<file path="src/core/tu_oh_pkg.sv">
// shared constants for the add-side tributary overhead inserter
// ****************************************************************
// What this block does
// RQ1: generation off sends traffic; on sends unequipped; with supervisory adds trace and parity.
// RQ2: tandem off sends the written N2 value whatever the size select holds.
// RQ3: tandem on, size 0: J2 and N2 share trace memory, 16 bytes each.
// RQ4: tandem on, size 1: 64-byte J2; N2 value sent 16 times with alignment.
// RQ5: message type 0 sends 16 or 64 byte J2; type 1 sends all zeros.
// RQ6: outgoing V5 bit 4 equals the remote-failure control bit.
// RQ7: three-bit payload defect sends K4 code 010 and V5 bit 8 zero.
// RQ8: three-bit connectivity defect sends K4 code 110 and V5 bit 8 one.
// RQ9: three-bit server defect sends K4 code 101 and V5 bit 8 one.
// RQ10: single-bit mode server defect drives V5 bit 8 high.
// RQ11: parity error control set inverts the two parity bits for one frame.
// RQ12: software clears then sets the control again; only a rise injects.
// RQ13: tandem unequipped control sends a zero tandem byte, only with tandem on.
// RQ14: V5 source control set sends the written V5 register value.
// RQ15: payload and connectivity controls are ignored in single-bit mode.
// RQ16: several three-bit controls set: server beats connectivity beats payload.
// ****************************************************************
package tu_oh_pkg;

	// ****************************************************************
	// register indices (byte address is four times the index)
	// ****************************************************************
	localparam logic [7:0] IDX_V5_VALUE = 8'h60;
	localparam logic [7:0] IDX_N2_VALUE = 8'h61;
	localparam logic [7:0] IDX_OH_CTRL = 8'h63;
	localparam logic [7:0] IDX_ALARM_CTRL = 8'h64;
	localparam logic [7:0] IDX_CONFIG = 8'h70;
	localparam logic [7:0] IDX_STATUS = 8'h71;
	localparam logic [1:0] IDX_TRACE_TOP = 2'h2;

	// ****************************************************************
	// field positions
	// ****************************************************************
	localparam int B_UQ_GEN = 4;
	localparam int B_UQ_SUP = 3;
	localparam int B_TC_EN = 2;
	localparam int B_TRACE_ZERO = 1;
	localparam int B_TRACE_SIZE = 0;
	localparam int B_RFI = 7;
	localparam int B_RDI_PAY = 6;
	localparam int B_RDI_CONN = 5;
	localparam int B_RDI_SERV = 4;
	localparam int B_PAR_ERR = 3;
	localparam int B_TC_UQ = 2;
	localparam int B_V5_SRC = 0;
	localparam int B_RDI3_DIS = 0;
	localparam logic [7:0] ALARM_MASK = 8'hfd;
	localparam logic [7:0] RST_BYTE = 8'h00;

	// ****************************************************************
	// codes
	// ****************************************************************
	localparam logic [2:0] K4_NONE = 3'h0;
	localparam logic [2:0] K4_PAYLOAD = 3'h2;
	localparam logic [2:0] K4_CONN = 3'h6;
	localparam logic [2:0] K4_SERVER = 3'h5;
	localparam logic [15:0] N2_ALIGN = 16'hfffe;
	localparam logic [7:0] TC_UNEQ_BYTE = 8'h00;
	localparam logic [5:0] SHORT_LEN_MASK = 6'h0f;
	localparam logic [1:0] RESP_OKAY = 2'h0;
	localparam logic [1:0] RESP_DECERR = 2'h3;

	typedef enum logic [2:0] {
		KIND_PAYLOAD = 3'h0,
		KIND_V5 = 3'h1,
		KIND_J2 = 3'h2,
		KIND_N2 = 3'h3,
		KIND_K4 = 3'h4
	} oh_kind_t;

	typedef enum logic [1:0] {
		WS_IDLE = 2'h0,
		WS_GOTA = 2'h1,
		WS_RESP = 2'h3,
		WS_GOTD = 2'h2
	} wr_state_t;

endpackage

</file>
<file path="src/core/rdi_encode.sv">
// remote defect code selection for K4 and V5
`timescale 1ns/1ps
module rdi_encode (
	input wire logic threeBit,
	input wire logic server,
	input wire logic conn,
	input wire logic payload,
	output logic [2:0] k4Code,
	output logic v5Bit8
);
	always_comb begin
		k4Code = tu_oh_pkg::K4_NONE;
		v5Bit8 = 1'b0;
		if (threeBit) begin
			if (server) begin
				k4Code = tu_oh_pkg::K4_SERVER; // see RQ9 see RQ16
				v5Bit8 = 1'b1;
			end else if (conn) begin
				k4Code = tu_oh_pkg::K4_CONN; // see RQ8
				v5Bit8 = 1'b1;
			end else if (payload) begin
				k4Code = tu_oh_pkg::K4_PAYLOAD; // see RQ7
				v5Bit8 = 1'b0;
			end
		end else begin
			v5Bit8 = server; // see RQ10 see RQ15
		end
	end
endmodule

</file>
<file path="src/core/tu_oh_insert.sv">
// add-side tributary overhead inserter with its register slave
//
// Chosen here: the AXI4-Lite slave port.
`timescale 1ns/1ps
module tu_oh_insert #(
	parameter int ADDR_W = 10,
	parameter int TRACE_DEPTH = 64
) (
	input wire logic mclk,
	input wire logic arst_n,
	input wire logic awvalid,
	input wire logic [ADDR_W-1:0] awaddr,
	output logic awready,
	input wire logic wvalid,
	input wire logic [31:0] wdata,
	input wire logic [3:0] wstrb,
	output logic wready,
	output logic bvalid,
	output logic [1:0] bresp,
	input wire logic bready,
	input wire logic arvalid,
	input wire logic [ADDR_W-1:0] araddr,
	output logic arready,
	output logic rvalid,
	output logic [31:0] rdata,
	output logic [1:0] rresp,
	input wire logic rready,
	input wire logic ohReq,
	input wire logic [2:0] ohKind,
	input wire logic [1:0] bipIn,
	input wire logic [7:0] payloadIn,
	output logic txValid,
	output logic [7:0] txByte
);

	// ****************************************************************
	// elaboration checks
	// ****************************************************************
	if (ADDR_W < 10) begin : g_bad_addr
		$error("address too narrow for register map");
	end
	if (TRACE_DEPTH != 64) begin : g_bad_depth
		$error("trace memory must hold 64 bytes");
	end

	// ****************************************************************
	// declarations
	// ****************************************************************
	tu_oh_pkg::wr_state_t wrState_ff;
	tu_oh_pkg::wr_state_t nxt_wrState;
	logic awready_ff;
	logic wready_ff;
	logic bvalid_ff;
	logic [1:0] bresp_ff;
	logic arready_ff;
	logic rvalid_ff;
	logic [31:0] rdata_ff;
	logic [1:0] rresp_ff;
	logic [7:0] awIdx_ff;
	logic [7:0] wData_ff;
	logic wStrb_ff;
	logic [7:0] v5Val_ff;
	logic [7:0] n2Val_ff;
	logic [7:0] ohCtrl_ff;
	logic [7:0] alarmCtrl_ff;
	logic [7:0] cfg_ff;
	logic [7:0] traceMem_ff [TRACE_DEPTH];
	logic parPrev_ff;
	logic parPending_ff;
	logic [5:0] j2Ptr_ff;
	logic [3:0] n2Ptr_ff;
	logic txValid_ff;
	logic [7:0] txByte_ff;
	logic [7:0] nxt_txByte;
	logic awHs;
	logic wHs;
	logic doWrite;
	logic [7:0] wrIdx;
	logic [7:0] wrByte;
	logic wrLane;
	logic [7:0] rdIdx;
	logic parRise;
	logic v5Built;
	logic uqGen;
	logic uqSup;
	logic uqPlain;
	logic tcEn;
	logic traceSize;
	logic threeBit;
	logic [2:0] k4Code;
	logic v5Bit8;
	logic [5:0] j2Len;

	// ****************************************************************
	// decoding
	// ****************************************************************
	function automatic logic isMapped(input logic [7:0] idx);
		isMapped = (idx == tu_oh_pkg::IDX_V5_VALUE) || (idx == tu_oh_pkg::IDX_N2_VALUE)
			|| (idx == tu_oh_pkg::IDX_OH_CTRL) || (idx == tu_oh_pkg::IDX_ALARM_CTRL)
			|| (idx == tu_oh_pkg::IDX_CONFIG) || (idx == tu_oh_pkg::IDX_STATUS)
			|| (idx[7:6] == tu_oh_pkg::IDX_TRACE_TOP);
	endfunction

	assign uqGen = ohCtrl_ff[tu_oh_pkg::B_UQ_GEN];
	assign uqSup = ohCtrl_ff[tu_oh_pkg::B_UQ_SUP];
	assign uqPlain = uqGen && !uqSup;
	assign tcEn = ohCtrl_ff[tu_oh_pkg::B_TC_EN];
	assign traceSize = ohCtrl_ff[tu_oh_pkg::B_TRACE_SIZE];
	assign threeBit = !cfg_ff[tu_oh_pkg::B_RDI3_DIS];
	assign j2Len = traceSize ? 6'h3f : tu_oh_pkg::SHORT_LEN_MASK;

	rdi_encode u_rdi (
		.threeBit(threeBit),
		.server(alarmCtrl_ff[tu_oh_pkg::B_RDI_SERV]),
		.conn(alarmCtrl_ff[tu_oh_pkg::B_RDI_CONN]),
		.payload(alarmCtrl_ff[tu_oh_pkg::B_RDI_PAY]),
		.k4Code(k4Code),
		.v5Bit8(v5Bit8)
	);

	// ****************************************************************
	// write channel
	// ****************************************************************
	assign awHs = awvalid && awready_ff;
	assign wHs = wvalid && wready_ff;
	assign wrIdx = awHs ? awaddr[9:2] : awIdx_ff;
	assign wrByte = wHs ? wdata[7:0] : wData_ff;
	assign wrLane = wHs ? wstrb[0] : wStrb_ff;

	always_comb begin
		nxt_wrState = wrState_ff;
		doWrite = 1'b0;
		case (wrState_ff)
			tu_oh_pkg::WS_IDLE: begin
				if (awHs && wHs) begin
					nxt_wrState = tu_oh_pkg::WS_RESP;
					doWrite = 1'b1;
				end else if (awHs) begin
					nxt_wrState = tu_oh_pkg::WS_GOTA;
				end else if (wHs) begin
					nxt_wrState = tu_oh_pkg::WS_GOTD;
				end
			end
			tu_oh_pkg::WS_GOTA: begin
				if (wHs) begin
					nxt_wrState = tu_oh_pkg::WS_RESP;
					doWrite = 1'b1;
				end
			end
			tu_oh_pkg::WS_GOTD: begin
				if (awHs) begin
					nxt_wrState = tu_oh_pkg::WS_RESP;
					doWrite = 1'b1;
				end
			end
			tu_oh_pkg::WS_RESP: begin
				if (bready) begin
					nxt_wrState = tu_oh_pkg::WS_IDLE;
				end
			end
			default: nxt_wrState = tu_oh_pkg::WS_IDLE;
		endcase
	end

	always_ff @(posedge mclk or negedge arst_n) begin
		if (!arst_n) begin
			wrState_ff <= tu_oh_pkg::WS_IDLE;
			awready_ff <= 1'b0;
			wready_ff <= 1'b0;
			bvalid_ff <= 1'b0;
			bresp_ff <= tu_oh_pkg::RESP_OKAY;
			awIdx_ff <= tu_oh_pkg::RST_BYTE;
			wData_ff <= tu_oh_pkg::RST_BYTE;
			wStrb_ff <= 1'b0;
		end else begin
			wrState_ff <= nxt_wrState;
			awready_ff <= (nxt_wrState == tu_oh_pkg::WS_IDLE)
				|| (nxt_wrState == tu_oh_pkg::WS_GOTD);
			wready_ff <= (nxt_wrState == tu_oh_pkg::WS_IDLE)
				|| (nxt_wrState == tu_oh_pkg::WS_GOTA);
			bvalid_ff <= (nxt_wrState == tu_oh_pkg::WS_RESP);
			if (awHs) begin
				awIdx_ff <= awaddr[9:2];
			end
			if (wHs) begin
				wData_ff <= wdata[7:0];
				wStrb_ff <= wstrb[0];
			end
			if (doWrite) begin
				bresp_ff <= isMapped(wrIdx) ? tu_oh_pkg::RESP_OKAY : tu_oh_pkg::RESP_DECERR;
			end
		end
	end

	// ****************************************************************
	// control registers
	// ****************************************************************
	always_ff @(posedge mclk or negedge arst_n) begin
		if (!arst_n) begin
			v5Val_ff <= tu_oh_pkg::RST_BYTE;
			n2Val_ff <= tu_oh_pkg::RST_BYTE;
			ohCtrl_ff <= tu_oh_pkg::RST_BYTE;
			alarmCtrl_ff <= tu_oh_pkg::RST_BYTE;
			cfg_ff <= tu_oh_pkg::RST_BYTE;
		end else if (doWrite && wrLane) begin
			case (wrIdx)
				tu_oh_pkg::IDX_V5_VALUE: v5Val_ff <= wrByte;
				tu_oh_pkg::IDX_N2_VALUE: n2Val_ff <= wrByte;
				tu_oh_pkg::IDX_OH_CTRL: ohCtrl_ff <= wrByte;
				tu_oh_pkg::IDX_ALARM_CTRL: alarmCtrl_ff <= wrByte & tu_oh_pkg::ALARM_MASK;
				tu_oh_pkg::IDX_CONFIG: cfg_ff <= {7'h00, wrByte[tu_oh_pkg::B_RDI3_DIS]};
				default: ;
			endcase
		end
	end

	// trace memory is write-only storage filled by software
	always_ff @(posedge mclk) begin
		if (doWrite && wrLane && (wrIdx[7:6] == tu_oh_pkg::IDX_TRACE_TOP)) begin
			traceMem_ff[wrIdx[5:0]] <= wrByte;
		end
	end

	// ****************************************************************
	// read channel
	// ****************************************************************
	assign rdIdx = araddr[9:2];

	always_ff @(posedge mclk or negedge arst_n) begin
		if (!arst_n) begin
			arready_ff <= 1'b0;
			rvalid_ff <= 1'b0;
			rdata_ff <= 32'h0000_0000;
			rresp_ff <= tu_oh_pkg::RESP_OKAY;
		end else begin
			if (arvalid && arready_ff) begin
				rvalid_ff <= 1'b1;
				arready_ff <= 1'b0;
				rresp_ff <= isMapped(rdIdx) ? tu_oh_pkg::RESP_OKAY : tu_oh_pkg::RESP_DECERR;
				case (rdIdx)
					tu_oh_pkg::IDX_V5_VALUE: rdata_ff <= {24'h000000, v5Val_ff};
					tu_oh_pkg::IDX_N2_VALUE: rdata_ff <= {24'h000000, n2Val_ff};
					tu_oh_pkg::IDX_OH_CTRL: rdata_ff <= {24'h000000, ohCtrl_ff};
					tu_oh_pkg::IDX_ALARM_CTRL: rdata_ff <= {24'h000000, alarmCtrl_ff};
					tu_oh_pkg::IDX_CONFIG: rdata_ff <= {24'h000000, cfg_ff};
					tu_oh_pkg::IDX_STATUS:
						rdata_ff <= {18'h00000, n2Ptr_ff, j2Ptr_ff, 3'h0, parPending_ff};
					default: rdata_ff <= 32'h0000_0000;
				endcase
			end else if (rvalid_ff) begin
				if (rready) begin
					rvalid_ff <= 1'b0;
					arready_ff <= 1'b1;
				end
			end else begin
				arready_ff <= 1'b1;
			end
		end
	end

	// ****************************************************************
	// parity error injection
	// ****************************************************************
	assign parRise = alarmCtrl_ff[tu_oh_pkg::B_PAR_ERR] && !parPrev_ff; // see RQ12
	assign v5Built = ohReq && (ohKind == tu_oh_pkg::KIND_V5) && !uqPlain
		&& !alarmCtrl_ff[tu_oh_pkg::B_V5_SRC];

	always_ff @(posedge mclk or negedge arst_n) begin
		if (!arst_n) begin
			parPrev_ff <= 1'b0;
			parPending_ff <= 1'b0;
		end else begin
			parPrev_ff <= alarmCtrl_ff[tu_oh_pkg::B_PAR_ERR];
			if (parRise) begin
				parPending_ff <= 1'b1;
			end else if (v5Built) begin
				parPending_ff <= 1'b0; // see RQ11
			end
		end
	end

	// ****************************************************************
	// overhead byte selection
	// ****************************************************************
	always_comb begin
		nxt_txByte = payloadIn;
		if (uqPlain) begin
			nxt_txByte = 8'h00; // see RQ1
		end else begin
			case (ohKind)
				tu_oh_pkg::KIND_V5: begin
					if (alarmCtrl_ff[tu_oh_pkg::B_V5_SRC]) begin
						nxt_txByte = v5Val_ff; // see RQ14
					end else begin
						nxt_txByte[7:6] = parPending_ff ? ~bipIn : bipIn; // see RQ11
						nxt_txByte[5] = 1'b0;
						nxt_txByte[4] = alarmCtrl_ff[tu_oh_pkg::B_RFI]; // see RQ6
						nxt_txByte[3:1] = uqGen ? 3'h0 : v5Val_ff[3:1];
						nxt_txByte[0] = v5Bit8; // see RQ7 see RQ8 see RQ9 see RQ10
					end
				end
				tu_oh_pkg::KIND_J2: begin
					if (ohCtrl_ff[tu_oh_pkg::B_TRACE_ZERO]) begin
						nxt_txByte = 8'h00; // see RQ5
					end else begin
						nxt_txByte = traceMem_ff[j2Ptr_ff & j2Len]; // see RQ5 see RQ1
					end
				end
				tu_oh_pkg::KIND_N2: begin
					if (uqGen) begin
						nxt_txByte = 8'h00; // see RQ1
					end else if (!tcEn) begin
						nxt_txByte = n2Val_ff; // see RQ2
					end else if (alarmCtrl_ff[tu_oh_pkg::B_TC_UQ]) begin
						nxt_txByte = tu_oh_pkg::TC_UNEQ_BYTE; // see RQ13
					end else if (!traceSize) begin
						nxt_txByte = traceMem_ff[{2'h1, n2Ptr_ff}]; // see RQ3
					end else begin
						nxt_txByte = {n2Val_ff[7:2], tu_oh_pkg::N2_ALIGN[4'hf - n2Ptr_ff], 1'b0};
					end
				end
				tu_oh_pkg::KIND_K4: begin
					nxt_txByte = {4'h0, k4Code, 1'b0}; // see RQ15
				end
				default: nxt_txByte = uqGen ? 8'h00 : payloadIn;
			endcase
		end
	end

	// ****************************************************************
	// output and trace pointers
	// ****************************************************************
	always_ff @(posedge mclk or negedge arst_n) begin
		if (!arst_n) begin
			txValid_ff <= 1'b0;
			txByte_ff <= tu_oh_pkg::RST_BYTE;
			j2Ptr_ff <= 6'h00;
			n2Ptr_ff <= 4'h0;
		end else begin
			txValid_ff <= ohReq;
			if (ohReq) begin
				txByte_ff <= nxt_txByte;
			end
			if (ohReq && (ohKind == tu_oh_pkg::KIND_J2)) begin
				j2Ptr_ff <= (j2Ptr_ff + 6'h01) & j2Len; // see RQ3 see RQ4
			end
			if (ohReq && (ohKind == tu_oh_pkg::KIND_N2)) begin
				n2Ptr_ff <= n2Ptr_ff + 4'h1; // see RQ4
			end
		end
	end

	assign awready = awready_ff;
	assign wready = wready_ff;
	assign bvalid = bvalid_ff;
	assign bresp = bresp_ff;
	assign arready = arready_ff;
	assign rvalid = rvalid_ff;
	assign rdata = rdata_ff;
	assign rresp = rresp_ff;
	assign txValid = txValid_ff;
	assign txByte = txByte_ff;
endmodule

</file>
<file path="config.mk">
export PLATFORM = sky130hd
export DESIGN_NAME = tu_oh_insert
export DESIGN_NICKNAME = d
export VERILOG_FILES = /design/src/core/tu_oh_pkg.sv /design/src/core/rdi_encode.sv /design/src/core/tu_oh_insert.sv
export SDC_FILE = /design/constraint.sdc
export NUM_CORES = 1
export LEC_CHECK = 0
export ABC_AREA = 1
export BUFFER_PORTS_ARGS = -buffer_cell sky130_fd_sc_hd__buf_2
export CAP_MARGIN = 5
export CORE_ASPECT_RATIO = 1.1
export CORE_UTILIZATION = 35
export CTS_CLUSTER_SIZE = 40
export DETAILED_ROUTE_END_ITERATION = 10
export GPL_TIMING_DRIVEN = 0
export PLACE_DENSITY = 0.59
export SETUP_SLACK_MARGIN = 0.2
export SYNTH_ARGS = -nofsm -noshare
export SYNTH_HDL_FRONTEND = slang
export SYNTH_SLANG_ARGS = --single-unit
</file>
<file path="constraint.sdc">
create_clock -name mclk -period 4.65 [get_ports mclk]
set_input_delay 0.2325 -clock mclk [delete_from_list [all_inputs] [get_ports mclk]]
set_output_delay 0.2325 -clock mclk [all_outputs]
set_load 0.02 [all_outputs]
</file>
==> results of run 1 <==
==> synthesized netlist by cell type, types with 8 or more instances <==
master and n:
inv_1 137, buf_1 18, o21ai_1 10, nor2_1 135
edfxtp_1 512, dfrtp_1 93, o211ai_1 22, o21ai_2 28
xor2_1 9, inv_2 9, clkbuf_1 38, nand3_1 302
nand2_2 8, buf_2 67, o21ai_0 67, buf_4 27
and2_1 8, a21oi_1 53, nand2_1 1168
==> worst max-delay path, stage by stage (launching register included) <==
cell	delay (ns)
dfrtp_1	0.35
nand2_2	0.15
inv_2	0.20
nor2_1	0.09
inv_1	0.07
nand3_1	0.16
nor2_2	0.23
nand2_1	0.14
inv_2	0.07
buf_4	0.20
nand3_2	0.24
nor2_1	1.01
==> cell families (layout without fill, tap and decap cells) <==
| family | count (synthesis) | count (layout) | synth area share [%] |
|---|---|---|---|
| compound gates | 210 | 210 | 4.73 |
| xor+xnor | 9 | 9 | 0.290 |
| fa+ha+maj | 3 | 3 | 0.138 |
| buf+inv | 303 | 531 | 4.95 |
| flops | 605 | 605 | 65.1 |
| other cells | 1 | 19 | 0.0138 |
| simple gates | 1653 | 1653 | 24.8 |
==> routing by layer <==
layer	wire (um)	share of wire, %	up-vias	GRT usage, %
met3	6680	7.4	215	3.90
met2	42300	47	918	36.9
met1	36400	40	10044	29.6
met4	4870	5.4	0	12.1
li1	-	-	9654	-
met5	0	0	-	0
==> what timing repair did <==
action | CTS | global route
endpoints found under the setup margin | 0 | 0
hold endpoints to repair | 65 | 0
hold buffers | 20 | 0
==> cell type report <==
| class | count | area [um^2] |
|---|---|---|
| clock buffers | 92 | 1850 |
| repair buffers | 106 | 776 |
| flip-flops and latches | 605 | 17700 |
| plain buffers | 153 | 782 |
| multi-input cells | 1893 | 8210 |
| diodes | 1 | 2.50 |
| inverters | 150 | 564 |
| well taps | 1026 | 1280 |
| clock inverters | 30 | 274 |
| fillers | 7490 | 44900 |
==> worst paths after layout <==
kind                            slack, ns                            to
worst max register to register       1.35  traceMem_ff[15][3]$_DFFE_PP_
worst min register to register       0.41          parPrev_ff$_DFF_PN0_
worst max-delay path                 1.35  traceMem_ff[15][3]$_DFFE_PP_
worst min-delay path                 0.05         awIdx_ff[6]$_DFF_PN0_
min in group asynchronous            0.12          rresp[0]$_DFFE_PN0P_
max in group asynchronous            3.85         awIdx_ff[3]$_DFF_PN0_
==> where the power goes <==
group	total, mW	switching [mW]	internal [mW]
registers	6.93	0.125	6.81
logic	7.84	6.02	1.82
clock network	5.23	2.20	3.03
total	20.0	8.34	11.7
==> metrics by stage <==
stage	util, %	area [um^2]	hold WS [ns]
floorplan	-	27300	-0.0631
global placement	37.9	28900	0.385
detailed placement	38.1	29100	0.229
CTS	41.2	31500	0.0199
global route	41.2	31500	0.0587
finish	41.2	31500	0.0472
==> layout by cell type, fill, tap and decap left out, drive strengths merged, types with 2 or more instances in the layout <==
master       count
a31oi            4
o31ai            6
dfrtp           93
o2111ai          2
inv            149
o22ai            5
buf            201
xor2             9
o21ai          105
edfxtp         512
a21boi           7
nor2           142
o211ai          22
conb            18
dlygate4sd3     20
a21oi           53
nand3          306
clkbuf         130
or2              5
nor3             9
clkinv          27
bufinv           4
nand4            5
nand2         1177
and2             8
ha               3
==> flip-flops by register name, summed over array words and instances (netlist names), 4 cells and up <==
signal	cells
ohCtrl_ff	8
traceMem_ff	512
rdata	14
txByte	8
n2Val_ff	8
alarmCtrl_ff	7
wData_ff	8
awIdx_ff	8
n2Ptr_ff	4
j2Ptr_ff	6
v5Val_ff	8
==> impl_metrics.toml, run 1 <==
[status]
outcome = "complete, no violations"

[hold_path]
hold_class = "in2reg"
hold_depth = 4
min_from = "awvalid"

[detailed_routing]
totalWireLength_mm = 90.2
viasPerCell = 5.14
wire_per_inst_um = 22.2
dr.pass1.iters = 8
via_count = 20831
first_iter_violations = 2387
drc = 0
final_antenna_net_count = 0

[global_routing]
antenna_found_initial = 0
grt_pass1_vias = 19971
grt-ovfl-total = 0
grt_pass1_wl_mm = 130
grt_max_degree = 59
grt_usage_pct = 23.0

[clock_tree]
cts_inserted_buffers = 67
htreeDepth = 3
cts_buffer_depth = 3
cts_tree = "done"
clk_latency_ns = 0.62
clkTransAtPathRegs_ns = 0.06
cts_resized = 0
cts_sinks = 605
cts-root-buf = "clkbuf_16"
cts_setup_buffers = 0

[sta]
max_freq_mhz = 303
setup_ws_ns = 1.35
post-route-period-util_pct = 71.1
period_minus_slack_ns = 3.30
fin_tns_setup_ns = 0
maxSlewViolCount = 0
max_slew_margin_pct = 16.6
rsz0062_at_grt = "no"
clock_skew_ns = 0.0231
setup_viol = 0
finalHoldViolations = 0
worst_slew_pin_slew_ns = 1.25

[power_and_ir_drop]
power.density_mw_per_mm2 = 636
irDropWorstVdd_mv = 0.336
power_leakage_nw = 12.7
design_power_total_mw = 20.0

[layout]
final_layout_size_suffix_gt1_share_pct = 11.4
synthToLayoutAreaGrowth_pct = 15.6
final_cells = 4056
nets = 3056

[floorplanning]
chipHeight_um = 294
die_w_um = 268
start_util_pct = 35.6
dieArea_mm2 = 0.0788
ios = 127
rows = 106
core_mm2 = 0.0764

[logic_synthesis]
synth_top_area_cell = "edfxtp_1"
ys_async_sr_fraction_pct = 15.4
avgSynthCellArea_um2 = 9.77
ys_warn_count = 0
synth-seq-cells = 605
synth_edf_count = 512
ys_types = 46
synth.yosys.seq_area_share_pct = 65.1
syn_inst = 2784
synth_top_flop_cell = "edfxtp_1"
ys_top_cells_by_area = "edfxtp_1 57%, nand2_1 16%, dfrtp_1 8.6%, nand3_1 5.6%, inv_1 1.9%"
synth_top_area_share_pct = 56.5
netlist_area_mm2 = 0.0272

[run]
cap_viol_max_count = 0

[critical_path]
cp_max_fo = 10
cp.required_ns = 4.87
cp.arrival_ns = 3.53
critPathCaptureType = "register"
reg2reg_depth = 11
critPathKind = "reg2reg"
worstSetupStartpoint = "wready$_DFF_PN0_"
worstSetupStartpointType = "register"
r2r-start = "wready$_DFF_PN0_"

[placed_design]
dpl.hpwl_mm = 63.3
dp.cells = 3913
port_buffers = 77
dp_slack_ns = 1.44
gp_routability_congestion = 0.985
Note: power is estimated with default switching activity, not from simulation.
==> inputs of run 2 (changes only) <==
--- a/config.mk
+++ b/config.mk
@@ -5,7 +5,7 @@
 export SDC_FILE = /design/constraint.sdc
 export NUM_CORES = 1
 export LEC_CHECK = 0
-export ABC_AREA = 1
+export ABC_AREA = 0
 export BUFFER_PORTS_ARGS = -buffer_cell sky130_fd_sc_hd__buf_2
 export CAP_MARGIN = 5
 export CORE_ASPECT_RATIO = 1.1
==> constraint.sdc (replaced) <==
create_clock -name mclk -period 3.2 [get_ports mclk]
set_input_delay 0.16 -clock mclk [delete_from_list [all_inputs] [get_ports mclk]]
set_output_delay 0.16 -clock mclk [all_outputs]
set_load 0.02 [all_outputs]
==> impl_metrics.toml, run 2 <==
[status]
outcome = "complete, but fails checks"
violations = "design-rule violations"

[detailed_routing]
drc = 17
final_antenna_net_count = 0
viasPerCell = 5.74
wire_per_inst_um = 30.0
dr.pass1.iters = 9
via_count = 15914
totalWireLength_mm = 83.1
first_iter_violations = 2064

[sta]
setup_ws_ns = 0.169
max_slew_margin_pct = 31.5
worst_slew_pin_slew_ns = 1.03
period_minus_slack_ns = 3.03
maxSlewViolCount = 0
post-route-period-util_pct = 94.7
max_freq_mhz = 330
clock_skew_ns = 0.0203
rsz0062_at_grt = "yes"
setup_viol = 0
finalHoldViolations = 0

[power_and_ir_drop]
power_leakage_nw = 10.7
power.density_mw_per_mm2 = 881
irDropWorstVdd_mv = 0.597

[global_routing]
grt_max_degree = 71
grt_pass1_wl_mm = 116
top_usage_layer = "met2"
grt_pass1_vias = 15765
use_met2_pct = 36.3
grt-ovfl-total = 0
grt_usage_pct = 22.2
antenna_found_initial = 3
met3_usage_pct = 4.29
use_met1_pct = 28.1

[logic_synthesis]
synth.yosys.seq_area_share_pct = 68.5
synth_top_flop_cell = "edfxtp_1"
synth_edf_count = 512
avgSynthCellArea_um2 = 16.9
synth_top_area_share_pct = 59.5
ys_top_cells_by_area = "edfxtp_1 59%, mux4_2 12%, dfrtp_1 9.0%, mux2i_1 3.1%, mux2_2 1.8%"
syn_inst = 1530
ys_async_sr_fraction_pct = 15.4
ys_types = 73
synth_top_family_by_area = "multiplexers"
synth_compound_area_share_pct = 5.02
synth_top_area_cell = "edfxtp_1"
netlist_area_mm2 = 0.0258
synth_most_common_cell = "edfxtp_1"
synthXorXnorAreaFrac_pct = 0.305
muxShareOfSynthArea_pct = 17.3
synthAdderAreaFrac_pct = 0.145
yosys-top-cells-count = "512 x edfxtp_1, 135 x mux4_2, 99 x nor2_1"
ys_warn_count = 0
synth-seq-cells = 605
synth-simple-area-share_pct = 6.28

[clock_tree]
clk_latency_ns = 0.61
cts_buffer_depth = 3
clkTransAtPathRegs_ns = 0.06
cts_inserted_buffers = 66
cts-root-buf = "clkbuf_16"
cts_sinks = 605
htreeDepth = 3
cts_tree = "done"

[floorplanning]
die_w_um = 261
ios = 127
start_util_pct = 35.3
dieArea_mm2 = 0.0749
rows = 104
core_mm2 = 0.0731
chipHeight_um = 287

[critical_path]
critPathCaptureType = "register"
worstSetupStartpointType = "register"
cp.arrival_ns = 3.33
critPathKind = "reg2reg"
cp_max_fo = 10
cp.required_ns = 3.50

[layout]
layout_common_cells = "512 x edfxtp_1, 135 x mux4_2, 95 x nand2_1, 93 x dfrtp_1, 81 x buf_2"
largest_reg_flops = 512
multi_input_area_mm2 = 0.00835
diodes = 0
nets = 1844
final_layout_size_suffix_gt1_share_pct = 33.1
stdcell_area_mm2 = 0.0316
synthToLayoutAreaGrowth_pct = 22.3
final_util_pct = 43.2
fill_cells = 6430
ff_latch_area_mm2 = 0.0177
layout.cells.most_common = "edfxtp_1"

[placed_design]
port_buffers = 76
dpl.hpwl_mm = 55.6
placed_area_mm2 = 0.0276
dp_slack_ns = -0.771
gp_routability_congestion = 0.959

[run]
cap_viol_max_count = 0

[hold_path]
hold_class = "in2async"
run 2: cell types whose count changed after synthesis, moves of 23 or more:
cell     delta
a22oi_1    +23
o21ai_2    -28
mux2_2     +42
nand2_1  -1072
buf_2      -44
o21ai_0    -30
nor2b_1    +26
inv_1     -116
mux4_2    +135
mux2i_1    +79
nand3_1   -271
nor2_1     -36
run 2: what timing repair did:
| action | CTS | global route |
|---|---|---|
| setup endpoints to repair | 524 | 496 |
| pin swaps | 14 | 30 |
| hold endpoints to repair | 109 | 0 |
| setup buffers | 18 | 34 |
| gates resized for setup | 178 | 82 |
| hold buffers | 16 | 0 |
run 2: report_power, final:
group	switching, mW	internal (mW)
Sequential	0.284	9.98
Clock	3.17	4.17
Combinational	6.79	3.46
run 2: cells by family (layout without fill, tap and decap cells):
group | count (synthesis) | count (layout)
multiplexers | 269 | 269
other | 1 | 18
buffers and inverters | 123 | 394
AND/OR/NAND/NOR | 331 | 331
flip-flops | 605 | 605
adder cells (fa/ha/maj) | 3 | 3
XOR/XNOR | 9 | 9
AO/OA/AOI/OAI | 189 | 189
run 2: worst paths after layout:
path | cells after the start | slack (ns) | endpoint | startpoint
worst max-delay path | 8 | 0.17 | traceMem_ff[28][1]$_DFFE_PP_ | awready$_DFF_PN0_
worst min-delay path | 2 | 0.03 | parPrev_ff$_DFF_PN0_ | arst_n
worst max register to register | 8 | 0.17 | traceMem_ff[28][1]$_DFFE_PP_ | awready$_DFF_PN0_
worst min register to register | 1 | 0.43 | parPending_ff$_DFFE_PN0P_ | parPrev_ff$_DFF_PN0_
max in group asynchronous | 3 | 2.44 | awready$_DFF_PN0_ | arst_n
min in group mclk | 3 | 0.03 | txByte[1]$_DFFE_PN0P_ | payloadIn[1]
run 2: layout make-up:
class	instances	share of cell area, %
tap	954	3.78
sequential	605	56.0
multi-input combinational	819	26.4
buffer	97	2.32
clock buffer	86	5.72
inverter	25	0.313
clock inverter	36	0.812
timing repair buffer	150	4.62
run 2: layer usage:
| metal | vias to the layer above | share of wire [%] |
|---|---|---|
| met5 | - | 0.013 |
| met2 | 883 | 49 |
| met1 | 8278 | 38 |
| met3 | 206 | 8.7 |
| met4 | 2 | 5.0 |
| li1 | 6545 | - |
run 2: per-stage QoR:
stage	hold slack, ns	setup TNS, ns	power, mW	std cells
6_report	0.0277	0	27.9	2772
2_1_floorplan	-0.136	0	15.6	1547
4_1_cts	0.00951	-4.25	27.4	2737
5_1_grt	0.0570	0	28.6	2772
3_3_place_gp	0.304	-61.17	19.4	2577
3_5_place_dp	0.127	-78.84	19.6	2582
run 2: critical path, cell delays in order (launching register included):
cell and delay, ns:
dfrtp_1 0.43, nand2_2 0.14, clkbuf_4 0.29, a31oi_1 0.20
or3_1 0.48, nor2_1 0.23, nand3_2 0.48, nor2_4 0.29
buf_12 0.17
